--- src/verilog/isoch_irq_regs.svh ---
`ifndef ISOCH_IRQ_REGS_SVH
`define ISOCH_IRQ_REGS_SVH

`define MAIN_EVENT_SET_OFS    8'h80
`define MAIN_EVENT_CLEAR_OFS  8'h84
`define MAIN_MASK_SET_OFS     8'h88
`define MAIN_MASK_CLEAR_OFS   8'h8C
`define ISO_EVENT_SET_OFS     8'h90
`define ISO_EVENT_CLEAR_OFS   8'h94
`define ISO_MASK_SET_OFS      8'h98
`define ISO_MASK_CLEAR_OFS    8'h9C

`define BIT_REQUEST_DONE      0
`define BIT_RESPONSE_DONE     1
`define BIT_ARQ_DMA           2
`define BIT_ARS_DMA           3
`define BIT_ISO_SUMMARY       6
`define BIT_GLOBAL_GATE       31

`define MAIN_EVENT_IMPL       4'hF
`define MAIN_MASK_IMPL        32'h8000_004F
`define ISO_MASK_IMPL         32'h0000_00FF
`define EVENT_RESET           32'h0000_0000
`define MASK_RESET            32'h0000_0000
`define INT_CTL_ENABLED       2'h3

`endif

--- src/verilog/isoch_irq_pkg.sv ---
package isoch_irq_pkg;

   typedef logic [31:0] word_t;

   typedef enum logic [3:0] {
      SEL_NONE,
      SEL_MAIN_EVENT_SET,
      SEL_MAIN_EVENT_CLEAR,
      SEL_MAIN_MASK_SET,
      SEL_MAIN_MASK_CLEAR,
      SEL_ISO_EVENT_SET,
      SEL_ISO_EVENT_CLEAR,
      SEL_ISO_MASK_SET,
      SEL_ISO_MASK_CLEAR
   } reg_sel_t;

endpackage : isoch_irq_pkg

--- src/verilog/sticky_event_bank.sv ---
`timescale 1ns/10ps

module sticky_event_bank #(
   parameter int WIDTH = 8
) (
   input  wire logic             clock,
   input  wire logic             reset,
   input  wire logic [WIDTH-1:0] source,
   input  wire logic [WIDTH-1:0] set_wr,
   input  wire logic [WIDTH-1:0] clear_wr,
   output logic      [WIDTH-1:0] event_q
);

   logic [WIDTH-1:0] source_q;
   logic [WIDTH-1:0] rise;
   logic [WIDTH-1:0] event_d;

   always_ff @(posedge clock) begin
      if (reset) begin
         source_q <= '0;
      end else begin
         source_q <= source;
      end
   end

   // Edge, not level: a held source cannot re-set after a clear
   assign rise = source & ~source_q;

   // Set wins over a clear in the same cycle
   assign event_d = (event_q & ~clear_wr) | rise | set_wr;

   always_ff @(posedge clock) begin
      if (reset) begin
         event_q <= '0;
      end else begin
         event_q <= event_d;
      end
   end

endmodule : sticky_event_bank

--- src/verilog/set_clear_mask.sv ---
`timescale 1ns/10ps

module set_clear_mask #(
   parameter logic [31:0] IMPL = 32'hFFFF_FFFF
) (
   input  wire logic        clock,
   input  wire logic        reset,
   input  wire logic [31:0] set_wr,
   input  wire logic [31:0] clear_wr,
   output logic      [31:0] mask_q
);

   logic [31:0] mask_d;

   // Unimplemented positions never hold state
   assign mask_d = ((mask_q & ~clear_wr) | set_wr) & IMPL;

   always_ff @(posedge clock) begin
      if (reset) begin
         mask_q <= '0;
      end else begin
         mask_q <= mask_d;
      end
   end

endmodule : set_clear_mask

--- src/verilog/isoch_tx_interrupt_event_mask.sv ---
`timescale 1ns/10ps

`include "isoch_irq_regs.svh"

// Functional notes
// - Rx response DMA interrupt needs mask bit 3 and event bit 3 set.
// - Rx request DMA interrupt needs mask bit 2 and event bit 2 set.
// - Response send done interrupt needs mask bit 1 and event bit 1.
// - Request send done interrupt needs mask bit 0 and event bit 0.
// - One event bit per isochronous send context, eight in all.
// - Context event when last-output command ends with interrupt bits 11.
// - Event bit sets on rising context signal or write one to set.
// - Only a one written to the clear register clears an event bit.
// - Reading the clear address returns events ANDed with context mask.
// - Event bits 31 to 8 read zero and hold nothing.
// - Event bit n says context n caused the summary bit 6.
// - Separate context mask, readable at its set and clear addresses.
// - Global gate bit 31 low blocks irq; isoch_send_summary_event is not gated.
module isoch_tx_interrupt_event_mask
   import isoch_irq_pkg::*;
#(
   parameter int CONTEXTS = 8,
   parameter int ADDR_W   = 8
) (
   input  wire logic                  clock,
   input  wire logic                  reset,
   input  wire logic                  psel,
   input  wire logic                  penable,
   input  wire logic                  pwrite,
   input  wire logic [ADDR_W-1:0]     paddr,
   input  wire logic [31:0]           pwdata,
   input  wire logic [3:0]            pstrb,
   output logic      [31:0]           prdata,
   output logic                       pready,
   output logic                       pslverr,
   input  wire logic                  async_rx_response_dma_event,
   input  wire logic                  async_rx_request_dma_event,
   input  wire logic                  response_send_done,
   input  wire logic                  request_send_done,
   input  wire logic [CONTEXTS-1:0]   ctx_last_done,
   input  wire logic [2*CONTEXTS-1:0] ctx_int_ctl,
   output logic                       isoch_send_summary_event,
   output logic                       irq
);

   reg_sel_t            sel;
   logic                mapped;
   logic                setup_phase;
   logic                access_done;
   logic                wr_en;

   logic [31:0]         wdata_eff;

   logic [31:0]         main_ev_set_wr;
   logic [31:0]         main_ev_clr_wr;
   logic [31:0]         main_mk_set_wr;
   logic [31:0]         main_mk_clr_wr;
   logic [31:0]         iso_ev_set_wr;
   logic [31:0]         iso_ev_clr_wr;
   logic [31:0]         iso_mk_set_wr;
   logic [31:0]         iso_mk_clr_wr;

   logic [3:0]          main_src;
   logic [3:0]          main_event;
   logic [CONTEXTS-1:0] ctx_signal;
   logic [CONTEXTS-1:0] iso_event;

   logic [31:0]         main_mask;
   logic [31:0]         iso_mask;

   word_t               main_event_word;
   word_t               iso_event_word;
   word_t               read_word;

   logic                summary_now;
   logic                irq_now;

   logic [31:0]         prdata_q;
   logic                pready_q;
   logic                pslverr_q;
   logic                summary_q;
   logic                irq_q;

   // Helpers shared by decode, strobes and lanes
   function automatic logic addr_is(
      input logic [ADDR_W-1:0] addr,
      input logic [7:0]        ofs
   );
      addr_is = (addr == ADDR_W'(ofs));
   endfunction : addr_is

   function automatic logic [31:0] write_bits(
      input logic        hit,
      input logic [31:0] data
   );
      write_bits = hit ? data : 32'h0000_0000;
   endfunction : write_bits

   function automatic logic [31:0] lane_mask(input logic [3:0] strb);
      lane_mask = {{8{strb[3]}}, {8{strb[2]}}, {8{strb[1]}}, {8{strb[0]}}};
   endfunction : lane_mask

   // Address decode
   always_comb begin
      if (addr_is(paddr, `MAIN_EVENT_SET_OFS)) begin
         sel = SEL_MAIN_EVENT_SET;
      end else if (addr_is(paddr, `MAIN_EVENT_CLEAR_OFS)) begin
         sel = SEL_MAIN_EVENT_CLEAR;
      end else if (addr_is(paddr, `MAIN_MASK_SET_OFS)) begin
         sel = SEL_MAIN_MASK_SET;
      end else if (addr_is(paddr, `MAIN_MASK_CLEAR_OFS)) begin
         sel = SEL_MAIN_MASK_CLEAR;
      end else if (addr_is(paddr, `ISO_EVENT_SET_OFS)) begin
         sel = SEL_ISO_EVENT_SET;
      end else if (addr_is(paddr, `ISO_EVENT_CLEAR_OFS)) begin
         sel = SEL_ISO_EVENT_CLEAR;
      end else if (addr_is(paddr, `ISO_MASK_SET_OFS)) begin
         sel = SEL_ISO_MASK_SET;
      end else if (addr_is(paddr, `ISO_MASK_CLEAR_OFS)) begin
         sel = SEL_ISO_MASK_CLEAR;
      end else begin
         sel = SEL_NONE;
      end
   end

   // Unmapped offsets answer with an error and write nothing
   assign mapped      = (sel != SEL_NONE);
   assign setup_phase = psel & ~penable;
   assign access_done = psel & penable & pready_q;
   assign wr_en       = access_done & pwrite & mapped;

   // Lanes with a low strobe write nothing, which is a no-op here
   assign wdata_eff = pwdata & lane_mask(pstrb);

   // Write strobes into each set and clear port
   assign main_ev_set_wr = write_bits(wr_en & (sel == SEL_MAIN_EVENT_SET),
                                      wdata_eff);
   assign main_ev_clr_wr = write_bits(wr_en & (sel == SEL_MAIN_EVENT_CLEAR),
                                      wdata_eff);
   assign main_mk_set_wr = write_bits(wr_en & (sel == SEL_MAIN_MASK_SET),
                                      wdata_eff);
   assign main_mk_clr_wr = write_bits(wr_en & (sel == SEL_MAIN_MASK_CLEAR),
                                      wdata_eff);
   assign iso_ev_set_wr  = write_bits(wr_en & (sel == SEL_ISO_EVENT_SET),
                                      wdata_eff);
   assign iso_ev_clr_wr  = write_bits(wr_en & (sel == SEL_ISO_EVENT_CLEAR),
                                      wdata_eff);
   assign iso_mk_set_wr  = write_bits(wr_en & (sel == SEL_ISO_MASK_SET),
                                      wdata_eff);
   assign iso_mk_clr_wr  = write_bits(wr_en & (sel == SEL_ISO_MASK_CLEAR),
                                      wdata_eff);

   // Main event sources, bit order as in the event register
   assign main_src[`BIT_ARS_DMA]       = async_rx_response_dma_event;
   assign main_src[`BIT_ARQ_DMA]       = async_rx_request_dma_event;
   assign main_src[`BIT_RESPONSE_DONE] = response_send_done;
   assign main_src[`BIT_REQUEST_DONE]  = request_send_done;

   // Main sources are edge triggered, like the contexts
   sticky_event_bank #(
      .WIDTH    (4)
   ) u_main_event (
      .clock    (clock),
      .reset    (reset),
      .source   (main_src),
      .set_wr   (main_ev_set_wr[3:0]),
      .clear_wr (main_ev_clr_wr[3:0]),
      .event_q  (main_event)
   );

   // Context signal: last-output end with both interrupt bits set
   always_comb begin
      ctx_signal = '0;
      for (int n = 0; n < CONTEXTS; n++) begin
         ctx_signal[n] = ctx_last_done[n] &
                         (ctx_int_ctl[2*n +: 2] == `INT_CTL_ENABLED);
      end
   end

   // One sticky bit per context, set on edge or write, write-one clear
   sticky_event_bank #(
      .WIDTH    (CONTEXTS)
   ) u_iso_event (
      .clock    (clock),
      .reset    (reset),
      .source   (ctx_signal),
      .set_wr   (iso_ev_set_wr[CONTEXTS-1:0]),
      .clear_wr (iso_ev_clr_wr[CONTEXTS-1:0]),
      .event_q  (iso_event)
   );

   // Only bits 31, 6 and 3:0 of the main mask hold state
   set_clear_mask #(
      .IMPL     (`MAIN_MASK_IMPL)
   ) u_main_mask (
      .clock    (clock),
      .reset    (reset),
      .set_wr   (main_mk_set_wr),
      .clear_wr (main_mk_clr_wr),
      .mask_q   (main_mask)
   );

   set_clear_mask #(
      .IMPL     (`ISO_MASK_IMPL)
   ) u_iso_mask (
      .clock    (clock),
      .reset    (reset),
      .set_wr   (iso_mk_set_wr),
      .clear_wr (iso_mk_clr_wr),
      .mask_q   (iso_mask)
   );

   // Summary is derived, so it falls as soon as contexts are cleared
   assign summary_now = |(iso_event & iso_mask[CONTEXTS-1:0]);

   // Bit 6 is not stored, so it cannot disagree with the contexts
   always_comb begin
      main_event_word                   = 32'h0000_0000;
      main_event_word[3:0]              = main_event;
      main_event_word[`BIT_ISO_SUMMARY] = summary_now;
   end

   // Upper bits are constant zero, never state
   always_comb begin
      iso_event_word                 = 32'h0000_0000;
      iso_event_word[CONTEXTS-1:0]   = iso_event;
   end

   // Each source needs its own mask and event bit, then the gate
   always_comb begin
      irq_now = 1'b0;
      if (main_mask[`BIT_ARS_DMA] & main_event[`BIT_ARS_DMA]) begin
         irq_now = 1'b1;
      end
      if (main_mask[`BIT_ARQ_DMA] & main_event[`BIT_ARQ_DMA]) begin
         irq_now = 1'b1;
      end
      if (main_mask[`BIT_RESPONSE_DONE] &
          main_event[`BIT_RESPONSE_DONE]) begin
         irq_now = 1'b1;
      end
      if (main_mask[`BIT_REQUEST_DONE] &
          main_event[`BIT_REQUEST_DONE]) begin
         irq_now = 1'b1;
      end
      if (main_mask[`BIT_ISO_SUMMARY] & summary_now) begin
         irq_now = 1'b1;
      end
      if (!main_mask[`BIT_GLOBAL_GATE]) begin
         irq_now = 1'b0;
      end
   end

   // Read mux
   always_comb begin
      case (sel)
         SEL_MAIN_EVENT_SET: begin
            read_word = main_event_word;
         end
         SEL_MAIN_EVENT_CLEAR: begin
            read_word = main_event_word & main_mask;
         end
         SEL_MAIN_MASK_SET,
         SEL_MAIN_MASK_CLEAR: begin
            read_word = main_mask;
         end
         SEL_ISO_EVENT_SET: begin
            read_word = iso_event_word;
         end
         SEL_ISO_EVENT_CLEAR: begin
            read_word = iso_event_word & iso_mask;
         end
         SEL_ISO_MASK_SET,
         SEL_ISO_MASK_CLEAR: begin
            read_word = iso_mask;
         end
         default: begin
            read_word = 32'h0000_0000;
         end
      endcase
   end

   // One wait-free access: ready is raised by the setup cycle
   always_ff @(posedge clock) begin
      if (reset) begin
         pready_q <= 1'b0;
      end else if (setup_phase) begin
         pready_q <= 1'b1;
      end else begin
         pready_q <= 1'b0;
      end
   end

   // Data sampled at setup; it may lag an event of that same cycle
   always_ff @(posedge clock) begin
      if (reset) begin
         prdata_q <= 32'h0000_0000;
      end else if (setup_phase && !pwrite) begin
         prdata_q <= read_word;
      end else if (access_done) begin
         prdata_q <= 32'h0000_0000;
      end
   end

   // Error flag stands with ready for one cycle only
   always_ff @(posedge clock) begin
      if (reset) begin
         pslverr_q <= 1'b0;
      end else if (setup_phase) begin
         pslverr_q <= ~mapped;
      end else begin
         pslverr_q <= 1'b0;
      end
   end

   // Registered so that every output leaves a flip-flop
   always_ff @(posedge clock) begin
      if (reset) begin
         summary_q <= 1'b0;
      end else begin
         summary_q <= summary_now;
      end
   end

   // One cycle behind the state bits that it reports
   always_ff @(posedge clock) begin
      if (reset) begin
         irq_q <= 1'b0;
      end else begin
         irq_q <= irq_now;
      end
   end

   assign prdata                   = prdata_q;
   assign pready                   = pready_q;
   assign pslverr                  = pslverr_q;
   assign isoch_send_summary_event = summary_q;
   assign irq                      = irq_q;

endmodule : isoch_tx_interrupt_event_mask

--- config.mk ---
export PLATFORM = sky130hd
export DESIGN_NAME = isoch_tx_interrupt_event_mask
export DESIGN_NICKNAME = d
export VERILOG_FILES = /design/src/verilog/isoch_irq_pkg.sv /design/src/verilog/sticky_event_bank.sv /design/src/verilog/set_clear_mask.sv /design/src/verilog/isoch_tx_interrupt_event_mask.sv
export VERILOG_INCLUDE_DIRS = /design/src /design/src/verilog
export SDC_FILE = /design/constraint.sdc
export NUM_CORES = 1
export LEC_CHECK = 0
export BUFFER_PORTS_ARGS = -buffer_cell sky130_fd_sc_hd__buf_2
export CAP_MARGIN = 25
export CORE_MARGIN = 2
export CORE_UTILIZATION = 47
export DETAILED_ROUTE_END_ITERATION = 10
export GPL_TIMING_DRIVEN = 0
export PLACE_DENSITY = 0.9
export SYNTH_ARGS = -nofsm -noshare
export SYNTH_HDL_FRONTEND = slang
export SYNTH_SLANG_ARGS = --single-unit
--- constraint.sdc ---
create_clock -name clock -period 1.9 [get_ports clock]
set_clock_uncertainty 0.15 [all_clocks]
set_input_delay 0.095 -clock clock [delete_from_list [all_inputs] [get_ports clock]]
set_output_delay 0.095 -clock clock [all_outputs]
set_load 0.01 [all_outputs]
== Word level (Yosys, flattened, before mapping) ==
Index checks and enable logic that the tools add are counted.
Storage, ports and cells
  bits in registers: 100
  input bits: 77
  output and inout bits: 36
  logic and storage cells: 122
Cells by class
  equality and inequality tests: 24
  mux-type cells: 25
  bitwise gates (word level): 52
  reductions and logical operators: 9
Operators with widths (number)
  32-bit case mux with 6 select lines: 1
  32-bit two-way mux: 4
  32-bit AND: 2
  8-bit == test, second input constant: 8
  8-bit AND: 5
  4-bit two-way mux: 10
  7-bit by 32-bit AND with 32-bit output: 1
  8-bit two-way mux: 4
  32-bit inverter: 1
  32-bit bitwise OR: 1
  1-bit AND: 26
  8-bit inverter: 3
  8-bit bitwise OR: 3
  2-bit == test, second input constant: 8
  4-bit by 3-bit == test with 1-bit output, second input constant: 4
  4-bit AND: 2
  4-bit by 2-bit == test with 1-bit output, second input constant: 2
  4-bit inverter: 2
  4-bit bitwise OR: 2
  2-bit OR reduction: 4
  8-bit OR reduction: 1
  1-bit two-way mux: 6
  4-bit by 1-bit == test with 1-bit output, second input constant: 1
  4-bit == test, second input constant: 1
  5 further kinds: 8

== Depth between registers and ports, before layout ==
Gate-level depths: netlist (run 1).
  word-level depth: 17
  mapped depth: 6
  depth with buffers taken out: 4

== Modules after synthesis ==
A second synthesis (run 1) with hierarchy kept.
Unflattened totals
  cell total of the unflattened synthesis: 620
  area total of the unflattened synthesis: 4598.2 um^2
By module, submodules not included
  isoch_tx_interrupt_event_mask: instances 1, cells an instance 426, area an instance 2735.1 um^2, sequential area each 720.7 um^2
  sticky_event_bank (u_iso_event): instances 1, cells an instance 57, area an instance 568.0 um^2, sequential area each 320.3 um^2
  set_clear_mask (u_iso_mask): instances 1, cells an instance 58, area an instance 565.5 um^2, sequential area each 160.2 um^2
  set_clear_mask (u_main_mask): instances 1, cells an instance 51, area an instance 454.2 um^2, sequential area each 120.1 um^2
  sticky_event_bank (u_main_event): instances 1, cells an instance 28, area an instance 275.3 um^2, sequential area each 160.2 um^2

== Worst setup path before layout (run 1) ==
OpenSTA, ideal clock, no wires.
  kind: reg-to-reg
  start point: register pready_q, in the netlist pready
  end point: register u_iso_event.event_q[0]
  library setup time: 132 ps
  data arrival time: 1240 ps
  required time: 1618 ps
  slack: 379 ps
  stages on the path, launching flop included: 6
  buffers on the path: 1
  period minus slack after synthesis: 1521 ps
  cell sequence: dfxtp_1 > and4_1 > clkbuf_1 > nand4_1 > o21ai_0 > o211ai_1
Between the ends
  cells in the longest elaborated chain, start to end: 9
  elaborated cells between the ends (all ways): 11
  those cells by class: mux: 2; bitwise: 9
Ends and longest elaborated chain
  start, declared: line isoch_tx_interrupt_event_mask.sv:79  | logic pready_q;
  start signal, assigned: line isoch_tx_interrupt_event_mask.sv:286  | pready_q <= 1'b0;
  start signal, assigned: line isoch_tx_interrupt_event_mask.sv:288  | pready_q <= 1'b1;
  start signal, assigned: line isoch_tx_interrupt_event_mask.sv:290  | pready_q <= 1'b0;
  1-bit AND *: line isoch_tx_interrupt_event_mask.sv:129  | assign access_done = psel & penable & pready_q;
  1-bit AND * (2 in series): line isoch_tx_interrupt_event_mask.sv:130  | assign wr_en = access_done & pwrite & mapped;
  1-bit AND: line isoch_tx_interrupt_event_mask.sv:146  | assign iso_ev_clr_wr = write_bits(wr_en & (sel == SEL_ISO_EVENT_CLEAR),
  8-bit two-way mux: line isoch_tx_interrupt_event_mask.sv:96  | write_bits = hit ? data : 32'h0000_0000;
  8-bit inverter: line sticky_event_bank.sv:30  | assign event_d = (event_q & ~clear_wr) | rise | set_wr;
  8-bit AND: line sticky_event_bank.sv:30
  8-bit bitwise OR: line sticky_event_bank.sv:30
  8-bit bitwise OR *: line sticky_event_bank.sv:30
  end signal, assigned: line sticky_event_bank.sv:36  | event_q <= event_d;
  end, declared: line sticky_event_bank.sv:11  | output logic [WIDTH-1:0] event_q
Every way passes the cells marked *; elsewhere a longest branch is shown, timed or not.
A chain may end at the register's enable or synchronous reset.

== Final worst setup path (run 1) ==
  start point: input port paddr[5]
  end point: register prdata_q[31], in the netlist prdata[31]
Between the ends
  cells in the longest elaborated chain, start to end: 13
  elaborated cells between the ends (all ways): 28
  those cells by class: eq/ne: 16; mux: 10; reduce/logical: 2
Ends and longest elaborated chain
  start, declared: line isoch_tx_interrupt_event_mask.sv:30  | input wire logic [ADDR_W-1:0] paddr,
  8-bit == test: line isoch_tx_interrupt_event_mask.sv:89  | addr_is = (addr == ADDR_W'(ofs));
  4-bit two-way mux: line isoch_tx_interrupt_event_mask.sv:119  | end else if (addr_is(paddr, `ISO_MASK_CLEAR_OFS)) begin
  4-bit two-way mux: line isoch_tx_interrupt_event_mask.sv:117  | end else if (addr_is(paddr, `ISO_MASK_SET_OFS)) begin
  4-bit two-way mux: line isoch_tx_interrupt_event_mask.sv:115  | end else if (addr_is(paddr, `ISO_EVENT_CLEAR_OFS)) begin
  4-bit two-way mux: line isoch_tx_interrupt_event_mask.sv:113  | end else if (addr_is(paddr, `ISO_EVENT_SET_OFS)) begin
  4-bit two-way mux: line isoch_tx_interrupt_event_mask.sv:111  | end else if (addr_is(paddr, `MAIN_MASK_CLEAR_OFS)) begin
  4-bit two-way mux: line isoch_tx_interrupt_event_mask.sv:109  | end else if (addr_is(paddr, `MAIN_MASK_SET_OFS)) begin
  4-bit two-way mux: line isoch_tx_interrupt_event_mask.sv:107  | end else if (addr_is(paddr, `MAIN_EVENT_CLEAR_OFS)) begin
  4-bit two-way mux *: line isoch_tx_interrupt_event_mask.sv:105  | if (addr_is(paddr, `MAIN_EVENT_SET_OFS)) begin
  4-bit by 3-bit == test with 1-bit output (tied with other cells): line isoch_tx_interrupt_event_mask.sv:256  | case (sel)
  2-bit OR reduction: line isoch_tx_interrupt_event_mask.sv:256
  32-bit case mux with 6 select lines *: line isoch_tx_interrupt_event_mask.sv:256
  32-bit two-way mux *: line isoch_tx_interrupt_event_mask.sv:298  | end else if (setup_phase && !pwrite) begin
  end signal, assigned: line isoch_tx_interrupt_event_mask.sv:299  | prdata_q <= read_word;
  end, declared: line isoch_tx_interrupt_event_mask.sv:78  | logic [31:0] prdata_q;
Marked as above.

==> results of run 1 <==
## worst max-delay path, stage by stage
cell	delay [ps]
dlygate4sd3_1	530
buf_2	160
nor3b_4	300
nand2_1	180
or4_1	540
a21oi_1	140
## power by group through the flow
stage	logic, mW	registers (mW)	clock network (mW)
floorplan	0.169	1.13	0
global placement	0.251	1.14	0
detailed placement	0.258	1.14	0
CTS	0.299	1.12	0.795
global route	0.334	1.12	0.845
finish	0.307	1.12	0.787
## cell type report
class	instances	area [um^2]
Multi-Input combinational cell	210	1350
Inverter	2	7.51
Sequential cell	51	1020
Clock inverter	2	35.0
Clock buffer	6	82.6
Timing Repair Buffer	92	613
Tap cell	70	87.6
Fill cell	426	1700
Buffer	34	243
## stage by stage
| step | cell area, um^2 | hold slack [ps] | TNS, ps | util |
|---|---|---|---|---|
| finish | 3440 | 31.0 | 0 | 0.669 |
| global route | 3440 | 31.3 | 0 | 0.669 |
| CTS | 3430 | 11.7 | 0 | 0.667 |
| detailed placement | 3010 | 224 | -172 | 0.585 |
| global placement | 3010 | 214 | 0 | 0.585 |
| floorplan | 2620 | 116 | 0 | - |
## kinds of logic (layout without fill, tap and decap cells)
kind of cell / count (synthesis) / count (layout)
buffers and inverters: 36 / 136
DFF: 51 / 51
other: 1 / 23
muxes: 7 / 7
and+or+nand+nor: 98 / 98
AOI/OAI and AO/OA: 82 / 82
## layout by cell type (no fill, tap or decap), drive strengths merged, types with 13 or more instances in the layout
master,n
nor2b,31
clkbuf,13
dlygate4sd3,30
conb,23
o211ai,13
dfxtp,51
o21ai,39
nand2,15
buf,89
nand2b,13
## sequential cells by signal, summed over array words and instances (netlist names), 4 cells and up
register,count
prdata,9
u_main_mask.mask_q,6
u_iso_event.source_q,8
u_main_event.source_q,4
u_iso_mask.mask_q,8
u_main_event.event_q,4
u_iso_event.event_q,8
## repair_timing
action | in CTS | in global routing
resized for setup | 0 | 1
hold buffers | 30 | 0
buffers inserted | 0 | 1
hold endpoints to repair | 21 | 0
setup endpoints to repair | 0 | 9
## routing by layer
layer | up-vias | track usage | routed length (um)
met5 | - | 0 | 0
met4 | 0 | 0.0893 | 159
met3 | 16 | 0.0512 | 553
met2 | 128 | 0.377 | 3170
met1 | 1130 | 0.281 | 2860
li1 | 1204 | - | -
## worst max-delay path by stage
stage / from / slack, ps / endpoint
after floorplan: pready / 380 / u_iso_event.event_q[0]
after global placement: reset / 30 / u_iso_event.event_q[7]
after detailed placement: reset / -40 / u_iso_event.event_q[0]
after CTS: paddr[5] / 40 / prdata[31]
after global routing: pready / 3 / u_iso_mask.mask_q[7]
final: paddr[5] / 50 / prdata[31]
==> out/results.ini, run 1 <==
[timing]
finalMaxSlewViolations=0
setup_viol=0
tightest_slew_ps=535
rsz0062_at_grt=no
final_hold_viol_count=0
timing.final.crit_share=0.972
fmax_mhz=542
slew_headroom=0.643
setup_ws_ps=53.7
min_period_ps=1850

[synth]
ys_ff_latch=51
ys_top_cells_by_area=dfxtp_1 (40%), o21ai_0 (7.7%), nor2b_1 (7.7%), buf_4 (7.1%), o211ai_1 (3.9%)
synth_top_family_by_area=simple AND/OR/NAND/NOR gates
yosysTopAreaCellShare=0.403
synth_top_cell_by_area=dfxtp_1
synth_compound_area_frac=0.211
netlist_instances=275
synth_fa_ha_area_frac=0
ys_seq_area_frac=0.403
syn-cell-area_um2=2530
synth-edff-count=0
synthFlopType=dfxtp_1
yosysWarnings=0
muxShareOfSynthArea=0.0311
synth-simple-area-share=0.254
syn_avg_cell_area_um2=9.21
synth-async-reset-ratio=0
ys_types=47
synth_xor_xnor_area_share=0
ys_top_cells_by_count=dfxtp_1 (51), o21ai_0 (39), nor2b_1 (31)
synth_most_common_cell=dfxtp_1

[worst_hold_path]
hp-start=paddr[0]
hold_depth=3
hold_end=pslverr
hold_path_class=input pin to flip-flop

[global_routing]
grt_max_degree=16
grt.total_usage=0.225
grt_pass1_vias=2302
grt.overflow.total=0
grt_pass1_wl_mm=10.7
antenna_found_initial=0

[flow_run]
cap_violations=0

[place]
dp_cells=428
hpwl_mm=4.57
pre_cts_slack_ps=-38.9
port_buffers=61
place_congestion=0.893

[worst_setup_path]
cp.required_ps=2000
cp_data_arrival_time_ps=1940
r2r-end=u_iso_mask.mask_q[6]
cp_max_fo=6
cp-end-kind=flip-flop
cp-start-kind=input pin
r2r_start=pready
regToRegSetupSlack_ps=80
crit_type=input pin to flip-flop
r2r_cells=5

[cts]
insertion_delay_ps=310
cts.sinks=51
htree_levels=2
root_buffer=clkbuf_8
tritoncts=yes
cts_buffer_depth=2
numCtsBuffers=5
path_clk_slew_ps=90

[pwr]
p_sw_frac=0.237
clkPwrFrac=0.356
ir_drop_uv=415
p_int_mw=1.69
power_per_cell_area_nw_per_um2=643
finalPower_mw=2.21
p_seq_frac=0.505
p_sw_uw=524
p_leak_nw=1.50
pwr-share-comb=0.139

[final_layout]
instances_no_fill=467
area_delta_synth_final_pct=35.8
nets=473
drive_above_1_share=0.282
diodes=0

[route]
ant_nets=0
wl_per_cell_um=14.4
drc_errors=0
vias=2478
routed_wl_mm=6.74
dr.pass1.iters=4
drt_iter0_markers=214
routed_via_density=5.31

[floorplan]
die_w_um=77.4
initial_core_util=0.493
dieArea_um2=5990
rows=26
core_um2=5140
die_y_um=77.4
io_pins=113

[run_status]
status=completed

Power figures use the tool's default switching activity.
==> run 2, diff against run 1 <==
--- a/config.mk
+++ b/config.mk
@@ -8,6 +8,7 @@
 export LEC_CHECK = 0
 export BUFFER_PORTS_ARGS = -buffer_cell sky130_fd_sc_hd__buf_2
 export CAP_MARGIN = 25
+export CORE_ASPECT_RATIO = 0.5
 export CORE_MARGIN = 2
 export CORE_UTILIZATION = 47
 export DETAILED_ROUTE_END_ITERATION = 10
==> run 2 against run 1 <==
Count of clock-buffer cells in the layout decreased by 1; clock power decreased by 19%; core utilization about the same; maximum frequency increased by 8.8%; wire length increased by 7.6%; final cell count decreased by 0.21%; sequential power about the same; critical path depth decreased by 1; first-iteration DRC count decreased by 17%; non-clock buffer count decreased by 1; global-route usage increased by 1.7 points; die area increased by 0.59%; critical path type is now flip-flop to flip-flop; largest cell class unchanged; largest power group unchanged; highest routed layer unchanged.
==> out/results.ini, run 2 (synthesized netlist as in run 1, its figures left out) <==
[timing]
rsz0062_at_grt=no
finalMaxSlewViolations=0
fmax_mhz=589
tightest_slew_ps=564
min_period_ps=1700
setup_viol=0
fin_setup_tns_ps=0
final_hold_viol_count=0
hold_slack_ps=11.1
slew_headroom=0.619
timing.final.crit_share=0.893

[worst_setup_path]
crit_type=flip-flop to flip-flop
cp_data_arrival_time_ps=1790
cp_max_fo=7
cp-end-kind=flip-flop
cp-start-kind=flip-flop
cp.required_ps=1990

[floorplan]
initial_core_util=0.500
die_y_um=55.9
rows=18
die_w_um=108
io_pins=113
dieArea_um2=6030
core_um2=5070

[place]
hpwl_mm=5.11
postPlaceCellArea_um2=3010
port_buffers=61
place_congestion=0.946

[final_layout]
finalInstanceArea_um2=3390
largest_register_ffs=9
layout_common_cells=buf_2 (61), dfxtp_1 (51), o21ai_0 (39)
diodes=0
area_delta_synth_final_pct=33.8
nets=472
fin_util=0.669
drive_above_1_share=0.293
final_common_cell=buf_2

[route]
ant_nets=0
routed_via_density=5.43
dr.pass1.iters=4
wl_per_cell_um=15.6
drc_errors=0
routed_wl_mm=7.25
vias=2530
drt_iter0_markers=178

[run_status]
status=completed

[cts]
cts-resized-gates=0
numCtsBuffers=5
cts_buffer_depth=2
insertion_delay_ps=300
path_clk_slew_ps=100
tritoncts=yes
htree_levels=2
root_buffer=clkbuf_8
cts.sinks=51

[flow_run]
cap_violations=0

[worst_hold_path]
hold_path_class=input pin to flip-flop

[global_routing]
grt_pass1_vias=2314
grt.overflow.total=0
grt.total_usage=0.243
grt_max_degree=17
antenna_found_initial=0
grt_pass1_wl_mm=11.2

[pwr]
p_leak_nw=1.48
ir_drop_uv=446
power_per_cell_area_nw_per_um2=607
finalPower_mw=2.06

[run 2: changes by cell type in the layout (fill, tap and decap cells not counted)]
cell,delta
dlygate4sd3_1,-4
nor3b_2,+1
bufinv_16,-1
clkbuf_1,-1
inv_6,+1
clkbuf_8,-1
nor3b_4,-1
buf_4,+4
clkinv_2,+1
[run 2: final timing paths]
check	startpoint	end	slack (ps)	cells after the start
hold reg to reg	prdata[31]	prdata[31]	320	2
setup / recovery	pready	prdata[4]	200	5
setup reg to reg	pready	prdata[4]	200	5
hold / removal	pwrite	prdata[1]	10	3
[run 2: timing repair]
item,CTS,global route
setup buffers,3,2
hold endpoints to repair,21,0
pin swaps,2,2
hold buffers,26,0
setup endpoints to repair,1,12
cloned,0,0
[run 2: metal layers]
layer  share of wire  track usage
met4           0.018       0.0769
met3           0.083       0.0585
met1            0.44        0.316
met5               0            0
met2            0.46        0.398
[run 2: layout make-up]
| class | count | area (um^2) |
|---|---|---|
| plain buffers | 33 | 239 |
| clock buffers | 5 | 68.8 |
| clock inverters | 3 | 18.8 |
| fillers | 420 | 1680 |
| inverters | 2 | 7.51 |
| multi-input cells | 210 | 1340 |
| flip-flops and latches | 51 | 1020 |
| well taps | 70 | 87.6 |
| repair buffers | 92 | 603 |
[run 2: power breakdown]
| part | total [mW] | internal (mW) | switching, mW |
|---|---|---|---|
| Sequential | 1.12 | 1.10 | 0.0188 |
| Combinational | 0.301 | 0.157 | 0.144 |
| Clock | 0.639 | 0.260 | 0.378 |
| Total | 2.06 | 1.51 | 0.541 |
[run 2: metrics by stage]
step / cells / worst slack [ps]
floorplan: 297 / 379
global placement: 428 / -60.3
detailed placement: 428 / -158
CTS: 465 / 48.9
global route: 466 / 86.3
finish: 466 / 202
[run 2: worst max-delay path: stages (launching register included)]
cell and delay [ps]:
dfxtp_1 340, and2_1 150, o21ai_0 320, nor2b_1 190, clkbuf_1 300, a32o_1 190
